`src/design/hcr_consts.svh`:
```
// Register offsets, field positions and reset values of the host command block
`ifndef HCR_CONSTS_SVH
`define HCR_CONSTS_SVH

// ----------------------------------------------------------------------------
// Register byte offsets
// ----------------------------------------------------------------------------
`define HCR_OFS_CMD       8'h00
`define HCR_OFS_STAT      8'h04
`define HCR_OFS_CTRL      8'h08
`define HCR_OFS_IRQ_STAT  8'h0C
`define HCR_OFS_IRQ_MASK  8'h10

// ----------------------------------------------------------------------------
// Field positions and widths
// ----------------------------------------------------------------------------
`define HCR_BIT_CMD_REQ   7
`define HCR_VEC_MSB       6
`define HCR_BIT_REQ_STAT  7
`define HCR_BIT_RX_ENABLE 0
`define HCR_BIT_TX_ENABLE 1
`define HCR_BIT_DUAL      2
`define HCR_CTRL_BITS     3
`define HCR_IRQ_ACCEPT    0
`define HCR_IRQ_REQ_RISE  1
`define HCR_IRQ_REFUSED   2
`define HCR_IRQ_BITS      3

// ----------------------------------------------------------------------------
// Reset values
// ----------------------------------------------------------------------------
`define HCR_VEC_RESET     7'h32
`define HCR_CTRL_RESET    3'h0
`define HCR_IRQ_RESET     3'h0

`endif

```
`src/design/hcr_pkg.sv`:
```
// Types shared by the host command block modules
package hcr_pkg;

   typedef logic [6:0] hcr_vector_type;
   typedef logic [7:0] hcr_byte_type;

   typedef enum {
      HCR_CMD_IDLE,
      HCR_CMD_WAIT
   } hcr_cmd_state_type;

endpackage : hcr_pkg

```
`src/design/hcr_if.sv`:
```
// Interfaces joining the top of the host command block to its two leaves
`timescale 1ns/10ps

interface hcr_cmd_if;
   import hcr_pkg::*;
   logic           wr;
   hcr_byte_type   wdata;
   logic           core_ack;
   logic           clear;
   logic           flag;
   hcr_vector_type vector;
   logic           accepted;
   logic           refused;
   modport top (output wr, wdata, core_ack, clear, input flag, vector, accepted, refused);
   modport cmd (input wr, wdata, core_ack, clear, output flag, vector, accepted, refused);
endinterface : hcr_cmd_if

interface hcr_req_if;
   logic tx_enable;
   logic rx_enable;
   logic dual;
   logic txe;
   logic rxf;
   logic soft_clear;
   logic part_clear;
   logic req_stat;
   logic host_line;
   logic tx_line;
   logic rx_line;
   logic req_rise;
   modport top (output tx_enable, rx_enable, dual, txe, rxf, soft_clear, part_clear,
                input req_stat, host_line, tx_line, rx_line, req_rise);
   modport req (input tx_enable, rx_enable, dual, txe, rxf, soft_clear, part_clear,
                output req_stat, host_line, tx_line, rx_line, req_rise);
endinterface : hcr_req_if

```
`src/design/hcr_cmd.sv`:
```
// Host command register: request flag, vector field and core acknowledge
`timescale 1ns/10ps
`include "hcr_consts.svh"

module hcr_cmd
   import hcr_pkg::*;
(
   // Clock and reset
   input  wire logic i_clk_sys,
   input  wire logic i_reset_n,
   // Link to top
   hcr_cmd_if.cmd    cmd
);

   hcr_cmd_state_type state;
   hcr_vector_type    vector;
   logic              take_wr;

   // Rewrites while a command is pending are dropped so the vector the
   // core is about to take cannot change under it
   assign take_wr      = cmd.wr && (state == HCR_CMD_IDLE);
   assign cmd.refused  = cmd.wr && (state == HCR_CMD_WAIT);
   assign cmd.accepted = cmd.core_ack && (state == HCR_CMD_WAIT);
   assign cmd.flag     = (state == HCR_CMD_WAIT);
   assign cmd.vector   = vector;

   // ----------------------------------------------------------------------
   // Request flag
   // ----------------------------------------------------------------------
   always_ff @(posedge i_clk_sys or negedge i_reset_n)
   begin
      if (!i_reset_n)
         state <= HCR_CMD_IDLE;
      else if (cmd.clear)
         state <= HCR_CMD_IDLE;
      else
      begin
         case (state)
            HCR_CMD_IDLE:
               if (take_wr && cmd.wdata[`HCR_BIT_CMD_REQ])
                  state <= HCR_CMD_WAIT;
            HCR_CMD_WAIT:
               if (cmd.core_ack)
                  state <= HCR_CMD_IDLE;
            default:
               state <= HCR_CMD_IDLE;
         endcase
      end
   end

   // ----------------------------------------------------------------------
   // Vector field
   // ----------------------------------------------------------------------
   always_ff @(posedge i_clk_sys or negedge i_reset_n)
   begin
      if (!i_reset_n)
         vector <= `HCR_VEC_RESET;
      else if (cmd.clear)
         vector <= `HCR_VEC_RESET;
      else if (take_wr)
         vector <= cmd.wdata[`HCR_VEC_MSB:0];
   end

endmodule : hcr_cmd

```
`src/design/hcr_req.sv`:
```
// Host request status and the request output lines
`timescale 1ns/10ps
`include "hcr_consts.svh"

module hcr_req
   import hcr_pkg::*;
(
   // Clock and reset
   input  wire logic i_clk_sys,
   input  wire logic i_reset_n,
   // Link to top
   hcr_req_if.req    req
);

   logic tx_want;
   logic rx_want;
   logic req_stat;
   logic next_req;
   logic next_tx;
   logic next_rx;
   logic host_line;
   logic tx_line;
   logic rx_line;

   assign tx_want = req.tx_enable && req.txe;
   assign rx_want = req.rx_enable && req.rxf;

   // Partial resets leave the transmit side empty, so the request follows
   // the transmit enable alone
   always_comb
   begin
      if (req.soft_clear)
      begin
         next_tx = 1'b0;
         next_rx = 1'b0;
      end
      else if (req.part_clear)
      begin
         next_tx = req.tx_enable;
         next_rx = 1'b0;
      end
      else
      begin
         next_tx = tx_want;
         next_rx = rx_want;
      end
      next_req = next_tx || next_rx;
   end

   // ----------------------------------------------------------------------
   // Status and lines
   // ----------------------------------------------------------------------
   always_ff @(posedge i_clk_sys or negedge i_reset_n)
   begin
      if (!i_reset_n)
      begin
         req_stat  <= 1'b0;
         host_line <= 1'b0;
         tx_line   <= 1'b0;
         rx_line   <= 1'b0;
      end
      else
      begin
         req_stat  <= next_req;
         host_line <= !req.dual && next_req;
         tx_line   <= req.dual && next_tx;
         rx_line   <= req.dual && next_rx;
      end
   end

   assign req.req_stat  = req_stat;
   assign req.host_line = host_line;
   assign req.tx_line   = tx_line;
   assign req.rx_line   = rx_line;
   assign req.req_rise  = next_req && !req_stat;

endmodule : hcr_req

```
`src/design/hcr_top.sv`:
```
// Top of the host command block: register port, core side and request lines
//
// The placing of the registers and strobed register access were chosen for this implementation.
`timescale 1ns/10ps
`include "hcr_consts.svh"

module hcr_top
   import hcr_pkg::*;
(
   // Clock and reset
   input  wire logic        i_clk_sys,
   input  wire logic        i_reset_n,
   // Software, individual and stop resets, one-cycle pulses
   input  wire logic        i_soft_reset,
   input  wire logic        i_indiv_reset,
   input  wire logic        i_stop_reset,
   // Host register port
   input  wire logic [7:0]  i_addr,
   input  wire logic [31:0] i_wdata,
   input  wire logic        i_wr,
   input  wire logic        i_rd,
   output logic      [31:0] o_rdata,
   // Data path conditions
   input  wire logic        i_receive_full_flag,
   input  wire logic        i_transmit_empty_flag,
   // Core interrupt controller
   input  wire logic        i_core_ack,
   output logic             o_command_pending_flag,
   output logic      [7:0]  o_command_vector_address,
   // Host request lines
   output logic             o_host_request_line,
   output logic             o_transmit_request_line,
   output logic             o_receive_request_line,
   // Interrupt
   output logic             o_irq
);

   // -------------------------------------------------------------------------
   // Declarations
   // -------------------------------------------------------------------------
   hcr_cmd_if cmd_link ();
   hcr_req_if req_link ();

   logic [`HCR_CTRL_BITS-1:0] interface_control;
   logic [`HCR_IRQ_BITS-1:0]  irq_stat;
   logic [`HCR_IRQ_BITS-1:0]  irq_mask;
   logic [`HCR_IRQ_BITS-1:0]  irq_set;
   logic [`HCR_IRQ_BITS-1:0]  irq_clr;
   logic                      part_clear;
   logic                      any_clear;
   hcr_byte_type              host_command_vector;
   hcr_byte_type              host_interface_status;
   logic [31:0]               next_rdata;
   logic                      wr_cmd;
   logic                      wr_ctrl;
   logic                      wr_irq_stat;
   logic                      wr_irq_mask;

   // -------------------------------------------------------------------------
   // Address decode
   // -------------------------------------------------------------------------
   assign wr_cmd      = i_wr && (i_addr == `HCR_OFS_CMD);
   assign wr_ctrl     = i_wr && (i_addr == `HCR_OFS_CTRL);
   assign wr_irq_stat = i_wr && (i_addr == `HCR_OFS_IRQ_STAT);
   assign wr_irq_mask = i_wr && (i_addr == `HCR_OFS_IRQ_MASK);

   assign part_clear = i_indiv_reset || i_stop_reset;
   assign any_clear  = i_soft_reset || part_clear;

   // -------------------------------------------------------------------------
   // Command register
   // -------------------------------------------------------------------------
   // The command path sees only the command write, the core acknowledge and
   // the reset pulses, never the data transfer registers
   assign cmd_link.wr       = wr_cmd;
   assign cmd_link.wdata    = i_wdata[7:0];
   assign cmd_link.core_ack = i_core_ack;
   assign cmd_link.clear    = any_clear;

   hcr_cmd u_cmd (
      .i_clk_sys (i_clk_sys),
      .i_reset_n (i_reset_n),
      .cmd       (cmd_link)
   );

   assign host_command_vector = {cmd_link.flag, cmd_link.vector};

   // -------------------------------------------------------------------------
   // Core side
   // -------------------------------------------------------------------------
   assign o_command_pending_flag   = cmd_link.flag;
   assign o_command_vector_address = {cmd_link.vector, 1'b0};

   // -------------------------------------------------------------------------
   // Interface control
   // -------------------------------------------------------------------------
   // Request enables and dual mode survive the software-level resets; only
   // the hardware reset returns them to polling
   always_ff @(posedge i_clk_sys or negedge i_reset_n)
   begin
      if (!i_reset_n)
         interface_control <= `HCR_CTRL_RESET;
      else if (wr_ctrl)
         interface_control <= i_wdata[`HCR_CTRL_BITS-1:0];
   end

   // -------------------------------------------------------------------------
   // Request status and lines
   // -------------------------------------------------------------------------
   assign req_link.tx_enable  = interface_control[`HCR_BIT_TX_ENABLE];
   assign req_link.rx_enable  = interface_control[`HCR_BIT_RX_ENABLE];
   assign req_link.dual       = interface_control[`HCR_BIT_DUAL];
   assign req_link.txe        = i_transmit_empty_flag;
   assign req_link.rxf        = i_receive_full_flag;
   assign req_link.soft_clear = i_soft_reset;
   assign req_link.part_clear = part_clear;

   hcr_req u_req (
      .i_clk_sys (i_clk_sys),
      .i_reset_n (i_reset_n),
      .req       (req_link)
   );

   assign o_host_request_line     = req_link.host_line;
   assign o_transmit_request_line = req_link.tx_line;
   assign o_receive_request_line  = req_link.rx_line;

   // Status bit 7 equals whichever output set is active in the present mode
   always_comb
   begin
      host_interface_status                    = 8'h00;
      host_interface_status[`HCR_BIT_REQ_STAT] = req_link.req_stat;
   end

   // -------------------------------------------------------------------------
   // Event status and mask
   // -------------------------------------------------------------------------
   always_comb
   begin
      irq_set                    = `HCR_IRQ_RESET;
      irq_set[`HCR_IRQ_ACCEPT]   = cmd_link.accepted;
      irq_set[`HCR_IRQ_REQ_RISE] = req_link.req_rise;
      irq_set[`HCR_IRQ_REFUSED]  = cmd_link.refused;
      irq_clr                    = wr_irq_stat ? i_wdata[`HCR_IRQ_BITS-1:0] : `HCR_IRQ_RESET;
   end

   // A new event in the clearing cycle is kept
   always_ff @(posedge i_clk_sys or negedge i_reset_n)
   begin
      if (!i_reset_n)
         irq_stat <= `HCR_IRQ_RESET;
      else
         irq_stat <= (irq_stat & ~irq_clr) | irq_set;
   end

   always_ff @(posedge i_clk_sys or negedge i_reset_n)
   begin
      if (!i_reset_n)
         irq_mask <= `HCR_IRQ_RESET;
      else if (wr_irq_mask)
         irq_mask <= i_wdata[`HCR_IRQ_BITS-1:0];
   end

   assign o_irq = |(irq_stat & irq_mask);

   // -------------------------------------------------------------------------
   // Read port
   // -------------------------------------------------------------------------
   // Status is read only: writes to its offset fall through unused
   always_comb
   begin
      next_rdata = 32'h0000_0000;
      if (i_rd)
      begin
         case (i_addr)
            `HCR_OFS_CMD:      next_rdata = {24'h00_0000, host_command_vector};
            `HCR_OFS_STAT:     next_rdata = {24'h00_0000, host_interface_status};
            `HCR_OFS_CTRL:     next_rdata = {29'h0000_0000, interface_control};
            `HCR_OFS_IRQ_STAT: next_rdata = {29'h0000_0000, irq_stat};
            `HCR_OFS_IRQ_MASK: next_rdata = {29'h0000_0000, irq_mask};
            default:           next_rdata = 32'h0000_0000;
         endcase
      end
   end

   always_ff @(posedge i_clk_sys or negedge i_reset_n)
   begin
      if (!i_reset_n)
         o_rdata <= 32'h0000_0000;
      else
         o_rdata <= next_rdata;
   end

endmodule : hcr_top

```
`config.mk`:
```
export PLATFORM = sky130hd
export DESIGN_NAME = hcr_top
export DESIGN_NICKNAME = d
export VERILOG_FILES = /design/src/design/hcr_pkg.sv /design/src/design/hcr_if.sv /design/src/design/hcr_cmd.sv /design/src/design/hcr_req.sv /design/src/design/hcr_top.sv
export VERILOG_INCLUDE_DIRS = /design/src /design/src/design
export SDC_FILE = /design/constraint.sdc
export NUM_CORES = 1
export LEC_CHECK = 0
export BUFFER_PORTS_ARGS = -buffer_cell sky130_fd_sc_hd__buf_2
export CORE_MARGIN = 2
export CORE_UTILIZATION = 43
export CTS_CLUSTER_DIAMETER = 30
export DETAILED_ROUTE_END_ITERATION = 6
export PLACE_DENSITY = 0.8
export SLEW_MARGIN = 20
export SYNTH_ARGS = -nofsm -noshare
export SYNTH_HDL_FRONTEND = slang
export SYNTH_HIERARCHICAL = 1
export SYNTH_SLANG_ARGS = --single-unit
```
`constraint.sdc`:
```
create_clock -name i_clk_sys -period 1.1 [get_ports i_clk_sys]
set_input_delay 0.055 -clock i_clk_sys [delete_from_list [all_inputs] [get_ports i_clk_sys]]
set_output_delay 0.055 -clock i_clk_sys [all_outputs]
set_load 0.02 [all_outputs]
```
==> results by group, run 1 <==
Outcome
  • Status: finished, violations left
  • Failing checks: negative setup slack

Route
  • Via count: 1241
  • Pre-Repair DR Iteration Count: 5
  • Routed WL: 3.68 mm
  • DRC: 0
  • Vias per cell: 4.70
  • First DRT Iteration DRCs: 44
  • Per-cell routed wire length: 13.9 µm
  • Post-route ant nets: 0

Global routing
  • Maximum number of pins on one net before global-route repair: 30
  • Vias in the first global route: 1147
  • M1 GR Usage: 0.208
  • Initial antenna violation count: 0
  • Top Usage Layer GRT: met2
  • GRT overflow: 0
  • M3 GR Usage: 0.0573
  • Gr usage total: 0.177
  • Met2 Usage GRT: 0.294
  • First-pass GRT wire length: 5.35 mm

Setup path
  • FF-to-FF Start: irq_stat[1]$_DFF_PN0_
  • Startpoint types: register
  • Terminus of the critical flop-to-flop path: o_rdata[1]$_DFF_PN0_
  • Worst reg2reg path depth: 4
  • CP required: 1.04 ns
  • Max FO, Critical Path: 2
  • Arrival @ worst endpoint: 1.29 ns
  • WS Path Type: reg2out
  • Critical Path Source: irq_stat[1]$_DFF_PN0_
  • Register-to-register setup slack: 0.01 ns
  • Critical path endpoint: o_irq
  • Setup crit end kind: primary output

Power
  • PwrDens: 1110 nW/µm²
  • IR drop worst, VDD: 0.756 mV
  • Tot Pwr: 2.38 mW
  • LEAKAGE: 1.14 nW

Run
  • Max Cap Viol: 0

Placement
  • Port bufs: 45
  • Final Wtd Congestion: 0.895
  • Placed inst area: 1930 µm²
  • Pre-CTS setup slack: -0.529 ns
  • DP Wirelength: 2.56 mm

STA
  • Unrepaired setup endpoints after global routing: true
  • Setup TNS: -1.97 ns
  • Fmax: 744 MHz
  • Layout Skew: 0.00582 ns
  • Final Max Slew Viols: 0
  • Final Hold Violating Endpoints: 0
  • Period minus WS final: 1.34 ns
  • Tcrit/Tclk final: 1.22
  • Final setup viols: 19
  • Crit path setup slack, layout: -0.244 ns

Floorplanning
  • Rows: 22
  • Initial Util: 0.438
  • Die width: 64.6 µm
  • Chip height: 64.6 µm
  • Top Ports: 95
  • DIE AREA: 4180 µm²
  • Core Area: 3610 µm²

Clock network
  • CTS Buf Count: 5
  • CTS tree: done
  • Worst-path clk slew: 0.06 ns
  • H-tree depth: 2
  • Clock sink count: 29
  • Clk_lat worst skew: 0.29 ns
  • Clock root cell: clkbuf_8
  • Bufs on Longest Clock Path: 2

Synthesis
  • Commonest cells in the netlist: dfrtp_1, buf_4, nor2_1
  • EDFF count, synth: 0
  • YS warnings: 6
  • Yosys cell types: 33
  • Flops & latches, synth: 29
  • Largest area contributor in the netlist: dfrtp_1
  • Register area share after synthesis: 0.462
  • Top FF cell, synth: dfrtp_1
  • Asr flop ratio synth: 1.00
  • Largest cells by area after synthesis: dfrtp_1, buf_4, mux2i_1
  • Count leader, synth: dfrtp_1
  • Cells after Synth: 141
  • Post-Syn Area per Cell: 11.2 µm²
  • Top-area cell type share of the netlist area: 0.412
  • Syn Std Cell Area: 1580 µm²

Cells and area
  • Sequential Area: 731 µm²
  • Fillers: 323
  • Layout cells sized above 1: 0.472
  • Diodes inserted: 0
  • P&R area growth vs syn: 35.2%
  • Nets@finish: 265
  • Post-Layout Inst Area: 2140 µm²
  • Multi-input gate area: 788 µm²

Worst hold path
  • Hold Path Depth: 3
  • Worst Hold Class: in2reg
[registers in the layout, indices dropped and copies added, names as in the netlist]
register / cells
irq_mask: 3
u_req/req.req_stat: 1
o_rdata: 8
u_cmd/state: 1
u_req/req.tx_line: 1
interface_control: 3
u_req/req.rx_line: 1
u_cmd/cmd.vector: 7
u_req/req.host_line: 1
irq_stat: 3
[worst min-delay path by stage]
stage / startpoint / slack (ns) / endpoint
after global placement: i_reset_n / 0.08 / o_rdata[3]$_DFF_PN0_
after floorplan: i_reset_n / -0.24 / interface_control[0]$_DFFE_PN0P_
final: i_wdata[5] / 0.03 / u_cmd/cmd.vector[5]$_DFFE_PN1P_
after CTS: i_wdata[5] / 0.02 / u_cmd/cmd.vector[5]$_DFFE_PN1P_
after global routing: i_wdata[5] / 0.04 / u_cmd/cmd.vector[5]$_DFFE_PN1P_
after detailed placement: i_reset_n / 0.07 / o_rdata[6]$_DFF_PN0_
[timing repair]
item	in CTS	in global routing
resized for setup	5	9
setup endpoints to repair	14	14
endpoints found under the hold margin	28	0
hold buffers	2	0
pin swaps	7	5
setup buffers	3	4
gates cloned	0	0
[layout by cell type, fill, tap and decap left out, types with 2 or more instances in the layout]
cell type / Yosys / layout
a211oi_1: 2 / 2
a21o_1: 3 / 3
and2_1: 6 / 5
and3_1: 5 / 4
buf_2: 0 / 42
buf_4: 25 / 22
buf_6: 3 / 6
clkbuf_1: 1 / 2
clkbuf_8: 0 / 6
conb_1: 1 / 25
dfrtp_1: 26 / 25
dfstp_2: 3 / 3
dlygate4sd3_1: 0 / 2
mux2_4: 0 / 6
mux2i_1: 10 / 10
nand2b_1: 6 / 6
nand4_1: 3 / 3
nand4bb_1: 4 / 4
nor2_1: 11 / 10
nor3_1: 2 / 2
o21ai_1: 5 / 2
o21ai_2: 0 / 3
o22ai_1: 3 / 3
or2_2: 2 / 2
[kinds of logic (layout without fill, tap and decap cells)]
| family | after synthesis | after routing | share of synthesized area |
|---|---|---|---|
| AOI/OAI and AO/OA | 16 | 16 | 0.0673 |
| DFF | 29 | 29 | 0.462 |
| and+or+nand+nor | 49 | 49 | 0.218 |
| buffers and inverters | 30 | 81 | 0.145 |
| other | 1 | 25 | 0.00237 |
| muxes | 16 | 16 | 0.106 |
[where the power goes]
| group | internal, mW | switching, mW |
|---|---|---|
| clock | 0.508 | 0.383 |
| sequential | 1.10 | 0.0236 |
| combinational | 0.160 | 0.209 |
| total | 1.76 | 0.615 |
[through the flow]
stage          cells  hold WS [ns]  utilization
2_1_floorplan    165        -0.241            -
3_3_place_gp     248        0.0774        0.535
3_5_place_dp     248        0.0734        0.535
4_1_cts          261        0.0197        0.577
5_1_grt          264        0.0368        0.592
6_report         264        0.0265        0.592
[worst max-delay path, cell delays in order (launching register included)]
cell and delay (ns):
dfrtp_1 0.39, a222oi_1 0.38, inv_1 0.07, buf_2 0.16
[cell type report]
type,instances,share of cell area
Multi-Input combinational cell,106,0.369
Sequential cell,29,0.342
Tap cell,48,0.0281
Timing Repair Buffer,72,0.217
Clock buffer,8,0.0422
Inverter,1,0.00176
[metal layers]
layer | part of all wire | up-vias
met5 | 0 | -
met4 | 0.016 | 0
li1 | - | 599
met1 | 0.44 | 599
met2 | 0.49 | 38
met3 | 0.053 | 5
No activity file was read; power rests on OpenSTA's default activity.
==> inputs of run 2 (changes only) <==
--- a/config.mk
+++ b/config.mk
@@ -7,11 +7,14 @@
 export NUM_CORES = 1
 export LEC_CHECK = 0
 export BUFFER_PORTS_ARGS = -buffer_cell sky130_fd_sc_hd__buf_2
+export CELL_PAD_IN_SITES_DETAIL_PLACEMENT = 2
+export CELL_PAD_IN_SITES_GLOBAL_PLACEMENT = 2
 export CORE_MARGIN = 2
-export CORE_UTILIZATION = 43
+export CORE_UTILIZATION = 24
 export CTS_CLUSTER_DIAMETER = 30
 export DETAILED_ROUTE_END_ITERATION = 6
-export PLACE_DENSITY = 0.8
+export PLACE_DENSITY_LB_ADDON = 0.1
+export SETUP_SLACK_MARGIN = 0.1
 export SLEW_MARGIN = 20
 export SYNTH_ARGS = -nofsm -noshare
 export SYNTH_HDL_FRONTEND = slang
==> run 2 against run 1 <==
  * The flow still finishes with violations (negative setup slack)
  * Total power is 6.5% higher
  * Via count is 8.1% higher
  * Combinational power is 18% higher
  * Global-route usage is 3.9 points lower
  * Die area is 74% higher
  * Clock power is 10% higher
  * Largest power group unchanged
==> results by group, run 2 (synthesized netlist as in run 1, its figures left out) <==
Clock network
  • Clock root cell: clkbuf_8 (unchanged)
  • CTS Buf Count: 5 (unchanged)
  • Bufs on Longest Clock Path: 2 (unchanged)
  • CTS tree: done (unchanged)
  • H-tree depth: 2 (unchanged)
  • Clk_lat worst skew: 0.29 ns (about the same)
  • Clock sink count: 29 (unchanged)
  • Worst-path clk slew: 0.07 ns (was 0.06 ns)

Cells and area
  • Layout cells sized above 1: 0.539 (was 0.472)
  • Largest register FFs: 8 (unchanged)
  • Commonest cells after routing, fill and taps aside: buf_2, buf_4, conb_1 (was buf_2, conb_1, dfrtp_1)
  • Finished Layout Cells: 305 (was 264)
  • Multi-input gate area: 821 µm² (was 788 µm²)
  • Largest registers: o_rdata x8, u_cmd/cmd.vector x7 (unchanged)
  • Most common cell after layout, fill and taps aside: buf_2 (unchanged)
  • Diodes inserted: 0 (unchanged)
  • Largest Register: o_rdata (unchanged)
  • Sequential Area: 732 µm² (was 731 µm²)
  • Final Util: 0.375 (was 0.592)
  • Fillers: 696 (was 323)
  • P&R area growth vs syn: 50.5% (was 35.2%)
  • Nets@finish: 277 (was 265)

Placement
  • DP Wirelength: 3.62 mm (was 2.56 mm)
  • Placed Cells: 278 (was 248)
  • Port bufs: 45 (unchanged)
  • Final Wtd Congestion: 0.738 (was 0.895)
  • Pre-CTS setup slack: -0.515 ns (was -0.529 ns)

Setup path
  • FF-to-FF Start: irq_stat[1]$_DFF_PN0_ (unchanged)
  • Terminus of the critical flop-to-flop path: o_rdata[1]$_DFF_PN0_ (unchanged)
  • Cell family with most CP delay: flip-flops (unchanged)
  • Crit path largest cell delay: 0.39 ns (about the same)
  • Setup crit end kind: primary output (unchanged)
  • Arrival @ worst endpoint: 1.31 ns (was 1.29 ns)
  • Max FO, Critical Path: 2 (unchanged)
  • Buffer and inverter count on the worst path: 2 (unchanged)
  • Startpoint types: register (unchanged)
  • CP required: 1.04 ns (about the same)
  • Crit-path slowest cell: dfrtp_1 (unchanged)
  • WS Path Type: reg2out (unchanged)
  • CP Cell Sequence: a222oi_1 -> inv_1 -> buf_6 (was a222oi_1 -> inv_1 -> buf_2)
  • Worst reg2reg path depth: 5 (was 4)
  • Register-to-register setup slack: -0.17 ns (was 0.01 ns)

Global routing
  • Maximum number of pins on one net before global-route repair: 30 (unchanged)
  • First-pass GRT wire length: 7.49 mm (was 5.35 mm)
  • Top Usage Layer GRT: met2 (unchanged)
  • M1 GR Usage: 0.167 (was 0.208)
  • Met2 Usage GRT: 0.230 (was 0.294)
  • Gr usage total: 0.138 (was 0.177)
  • M3 GR Usage: 0.0253 (was 0.0573)
  • GRT overflow: 0 (unchanged)
  • Initial antenna violation count: 0 (unchanged)
  • Vias in the first global route: 1457 (was 1147)

Route
  • Via count: 1342 (was 1241)
  • First DRT Iteration DRCs: 19 (was 44)
  • Pre-Repair DR Iteration Count: 4 (was 5)
  • DRC: 0 (unchanged)
  • Post-route ant nets: 0 (unchanged)
  • Vias per cell: 4.40 (was 4.70)
  • Routed WL: 5.03 mm (was 3.68 mm)
  • Per-cell routed wire length: 16.5 µm (was 13.9 µm)

Run
  • Max Cap Viol: 0 (unchanged)

Worst hold path
  • Hold Path Depth: 2 (was 3)
  • Worst Hold Class: in2reg (unchanged)
  • Hold_sp: i_wdata[7] (was i_wdata[5])
  • Hold endpoint: u_cmd/state[0]$_DFFE_PN0P_ (was u_cmd/cmd.vector[5]$_DFFE_PN1P_)

Floorplanning
  • Core Area: 6350 µm² (was 3610 µm²)
  • Rows: 29 (was 22)
  • Top Ports: 95 (unchanged)
  • Chip height: 85.1 µm (was 64.6 µm)
  • DIE AREA: 7250 µm² (was 4180 µm²)
  • Initial Util: 0.249 (was 0.438)
  • Die width: 85.1 µm (was 64.6 µm)

Power
  • IR drop worst, VDD: 0.574 mV (was 0.756 mV)
  • PwrDens: 1070 nW/µm² (was 1110 nW/µm²)
  • Tot Pwr: 2.53 mW (was 2.38 mW)
  • LEAKAGE: 1.24 nW (was 1.14 nW)

STA
  • Final Hold Violating Endpoints: 0 (unchanged)
  • Layout Skew: 0.00681 ns (was 0.00582 ns)
  • Final Max Slew Viols: 0 (unchanged)
  • Final setup viols: 15 (was 19)
  • Period minus WS final: 1.36 ns (was 1.34 ns)
  • Crit path setup slack, layout: -0.261 ns (was -0.244 ns)
  • Setup TNS: -2.42 ns (was -1.97 ns)
  • Tcrit/Tclk final: 1.24 (was 1.22)
  • Unrepaired setup endpoints after global routing: true (unchanged)
  • Fmax: 735 MHz (was 744 MHz)

Outcome
  • Failing checks: negative setup slack (unchanged)
  • Status: finished, violations left (unchanged)
## run 2: per-stage QoR
stage / area (µm²) / hold WS (ns)
2_1_floorplan: 1730 / -0.241
3_3_place_gp: 1970 / 0.0893
3_5_place_dp: 1970 / 0.0992
4_1_cts: 2250 / 0.0157
5_1_grt: 2380 / 0.0224
6_report: 2380 / 0.0216
## run 2: layout make-up
class / count / area share
Multi-Input combinational cell: 106 / 0.345
Timing Repair Buffer: 84 / 0.262
Sequential cell: 29 / 0.308
Clock buffer: 7 / 0.0405
Clock inverter: 1 / 0.00210
Tap cell: 77 / 0.0405
Inverter: 1 / 0.00158
## run 2: worst max path at each step
stage	slack (ns)	cells past startpoint	end	start
finish	-0.26	3	o_irq	irq_stat[1]$_DFF_PN0_
global route	-0.33	3	o_irq	irq_stat[1]$_DFF_PN0_
CTS	-0.28	3	o_irq	irq_stat[1]$_DFF_PN0_
detailed placement	-0.51	6	u_cmd/cmd.vector[4]$_DFFE_PN1P_	i_addr[5]
global placement	-0.49	4	irq_mask[2]$_DFFE_PN0P_	i_addr[5]
floorplan	-0.34	6	u_cmd/cmd.vector[1]$_DFFE_PN1P_	i_addr[5]
## run 2: what timing repair did
item / 4_1_cts / 5_1_grt
hold buffers: 2 / 0
endpoints found under the setup margin: 30 / 31
setup buffers: 9 / 8
gates resized for setup: 26 / 15
pin swaps: 20 / 11
cloned: 0 / 0
hold endpoints to repair: 28 / 0
## run 2: power by group
part / internal (mW) / leakage, nW / switching (mW)
clock: 0.564 / 0.0542 / 0.417
sequential: 1.10 / 0.388 / 0.0207
combinational: 0.201 / 0.800 / 0.236
## run 2: metal layers
metal | vias up | routed length, µm
li1 | 617 | -
met1 | 663 | 2140
met4 | 0 | 140
met2 | 52 | 2510
met5 | - | 0
met3 | 10 | 246
==> inputs of run 3 (changes only) <==
==> constraint.sdc (replaced) <==
create_clock -name i_clk_sys -period 1.3 [get_ports i_clk_sys]
set_input_delay 0.065 -clock i_clk_sys [delete_from_list [all_inputs] [get_ports i_clk_sys]]
set_output_delay 0.065 -clock i_clk_sys [all_outputs]
set_load 0.02 [all_outputs]
==> run 3 against run 2 <==
  * Clock skew increased by 0.00062 ns
  * The flow still finishes with violations (negative setup slack)
  * Sequential power is 16% lower
  * Clock power decreased by 22%
  * Highest routed layer unchanged
  * Register-to-register slack better by 0.38 ns
==> results by group, run 3 (synthesized netlist as in run 1, its figures left out) <==
Placement
  • DP Wirelength: 3.52 mm (was 3.62 mm)
  • Port bufs: 45 (unchanged)
  • Pre-CTS setup slack: -0.339 ns (was -0.515 ns)
  • Final Wtd Congestion: 0.792 (was 0.738)
  • Placed Cells: 272 (was 278)

Global routing
  • Initial antenna violation count: 0 (unchanged)
  • GRT overflow: 0 (unchanged)
  • Gr usage total: 0.134 (was 0.138)
  • First-pass GRT wire length: 7.39 mm (was 7.49 mm)
  • Maximum number of pins on one net before global-route repair: 30 (unchanged)
  • Vias in the first global route: 1432 (was 1457)

Clock network
  • Bufs on Longest Clock Path: 2 (unchanged)
  • Clock sink count: 29 (unchanged)
  • CTS Buf Count: 5 (unchanged)
  • Worst-path clk slew: 0.06 ns (was 0.07 ns)
  • CTS tree: done (unchanged)
  • H-tree depth: 2 (unchanged)
  • Clk_lat worst skew: 0.29 ns (about the same)
  • Clock root cell: clkbuf_8 (unchanged)

Setup path
  • Crit-path slowest cell: dfrtp_1 (unchanged)
  • Arrival @ worst endpoint: 1.28 ns (was 1.31 ns)
  • Crit path largest cell delay: 0.40 ns (was 0.39 ns)
  • Max FO, Critical Path: 2 (unchanged)
  • WP depth: 3 (unchanged)
  • WS Path Type: reg2out (unchanged)
  • Startpoint types: register (unchanged)
  • Worst reg2reg path depth: 3 (was 5)
  • Setup crit end kind: primary output (unchanged)
  • CP Cell Sequence: a222oi_1 -> inv_1 -> buf_2 (was a222oi_1 -> inv_1 -> buf_6)
  • Cell family with most CP delay: flip-flops (unchanged)
  • Buffer and inverter count on the worst path: 2 (unchanged)
  • CP required: 1.24 ns (was 1.04 ns)

Route
  • Per-cell routed wire length: 15.7 µm (was 16.5 µm)
  • Via count: 1284 (was 1342)
  • Routed WL: 4.59 mm (was 5.03 mm)
  • Vias per cell: 4.40 (about the same)
  • First DRT Iteration DRCs: 29 (was 19)
  • DRC: 0 (unchanged)
  • Post-route ant nets: 0 (unchanged)
  • Pre-Repair DR Iteration Count: 4 (unchanged)

STA
  • Tcrit/Tclk final: 1.04
  • Unrepaired setup endpoints after global routing: true (unchanged)
  • Layout Skew: 0.00743 ns (was 0.00681 ns)
  • Setup TNS: -0.0948 ns (was -2.42 ns)
  • Crit path setup slack, layout: -0.0484 ns (was -0.261 ns)
  • Final Max Slew Viols: 0 (unchanged)
  • Fmax: 742 MHz
  • Slew Limit Headroom: 0.558
  • Period minus WS final: 1.35 ns
  • Final setup viols: 5 (was 15)
  • Worst-Margin Slew: 0.662 ns
  • Final Hold Violating Endpoints: 0 (unchanged)

Cells and area
  • Nets@finish: 264 (was 277)
  • Largest registers: o_rdata x8, u_cmd/cmd.vector x7 (unchanged)
  • Layout cells sized above 1: 0.465 (was 0.539)
  • P&R area growth vs syn: 36.3% (was 50.5%)
  • Fillers: 713 (was 696)
  • Multi-input gate area: 783 µm² (was 821 µm²)
  • Largest register FFs: 8 (unchanged)
  • Largest Register: o_rdata (unchanged)
  • Final Util: 0.339 (was 0.375)
  • Finished Layout Cells: 292 (was 305)
  • Diodes inserted: 0 (unchanged)
  • Sequential Area: 731 µm² (was 732 µm²)
  • Commonest cells after routing, fill and taps aside: buf_2, conb_1, dfrtp_1 (was buf_2, buf_4, conb_1)
  • Most common cell after layout, fill and taps aside: buf_2 (unchanged)

Floorplanning
  • Initial Util: 0.249 (unchanged)
  • Top Ports: 95 (unchanged)
  • Core Area: 6350 µm² (unchanged)
  • DIE AREA: 7250 µm² (unchanged)
  • Chip height: 85.1 µm (unchanged)
  • Die width: 85.1 µm (unchanged)
  • Rows: 29 (unchanged)

Power
  • LEAKAGE: 1.14 nW (was 1.24 nW)
  • Tot Pwr: 2.02 mW (was 2.53 mW)
  • PwrDens: 938 nW/µm² (was 1070 nW/µm²)
  • IR drop worst, VDD: 0.307 mV (was 0.574 mV)

Worst hold path
  • Hold Path Depth: 2 (unchanged)
  • Worst Hold Class: in2reg (unchanged)

Run
  • Max Cap Viol: 0 (unchanged)

Outcome
  • Status: finished, violations left (unchanged)
  • Failing checks: negative setup slack (unchanged)
run 3: final timing paths:
| path | startpoint | to | slack (ns) |
|---|---|---|---|
| setup / recovery | irq_mask[1]$_DFFE_PN0P_ | o_irq | -0.05 |
| hold / removal | i_wdata[7] | u_cmd/state[0]$_DFFE_PN0P_ | 0.05 |
| setup reg to reg | u_cmd/state[0]$_DFFE_PN0P_ | u_cmd/cmd.vector[2]$_DFFE_PN0P_ | 0.21 |
| hold reg to reg | interface_control[2]$_DFFE_PN0P_ | u_req/req.host_line$_DFF_PN0_ | 0.52 |
| max in group asynchronous | i_reset_n | u_cmd/state[0]$_DFFE_PN0P_ | 0.48 |
| min in group asynchronous | i_reset_n | u_req/req.tx_line$_DFF_PN0_ | 0.35 |
run 3: timing repair:
item / CTS / global route
endpoints found under the hold margin: 28 / 0
endpoints found under the setup margin: 12 / 14
hold buffers: 2 / 0
setup buffers: 10 / 1
pin swaps: 7 / 0
resized for setup: 9 / 4
run 3: final cells by class:
| type | instances | share of cell area |
|---|---|---|
| sequential | 29 | 0.339 |
| multi-input combinational | 106 | 0.364 |
| inverter | 1 | 0.00174 |
| timing repair buffer | 71 | 0.209 |
| tap | 77 | 0.0447 |
| clock buffer | 8 | 0.0418 |
run 3: per-layer routing:
metal,wire [µm],GRT usage,part of all wire
met1,1930,0.160,0.42
met2,2290,0.224,0.50
met3,268,0.0311,0.058
met4,101,0.0693,0.022
met5,0,0,0
run 3: report_power, final:
group          internal (mW)  switching [mW]
clock                  0.431           0.337
sequential             0.927          0.0178
combinational          0.127           0.179
run 3: through the flow:
step                      instance area (µm²)  hold slack, ns
after global placement                   1920           0.136
after floorplan                          1710          -0.231
final                                    2150          0.0457
after global routing                     2150          0.0449
after CTS                                2130          0.0427
after detailed placement                 1920           0.143
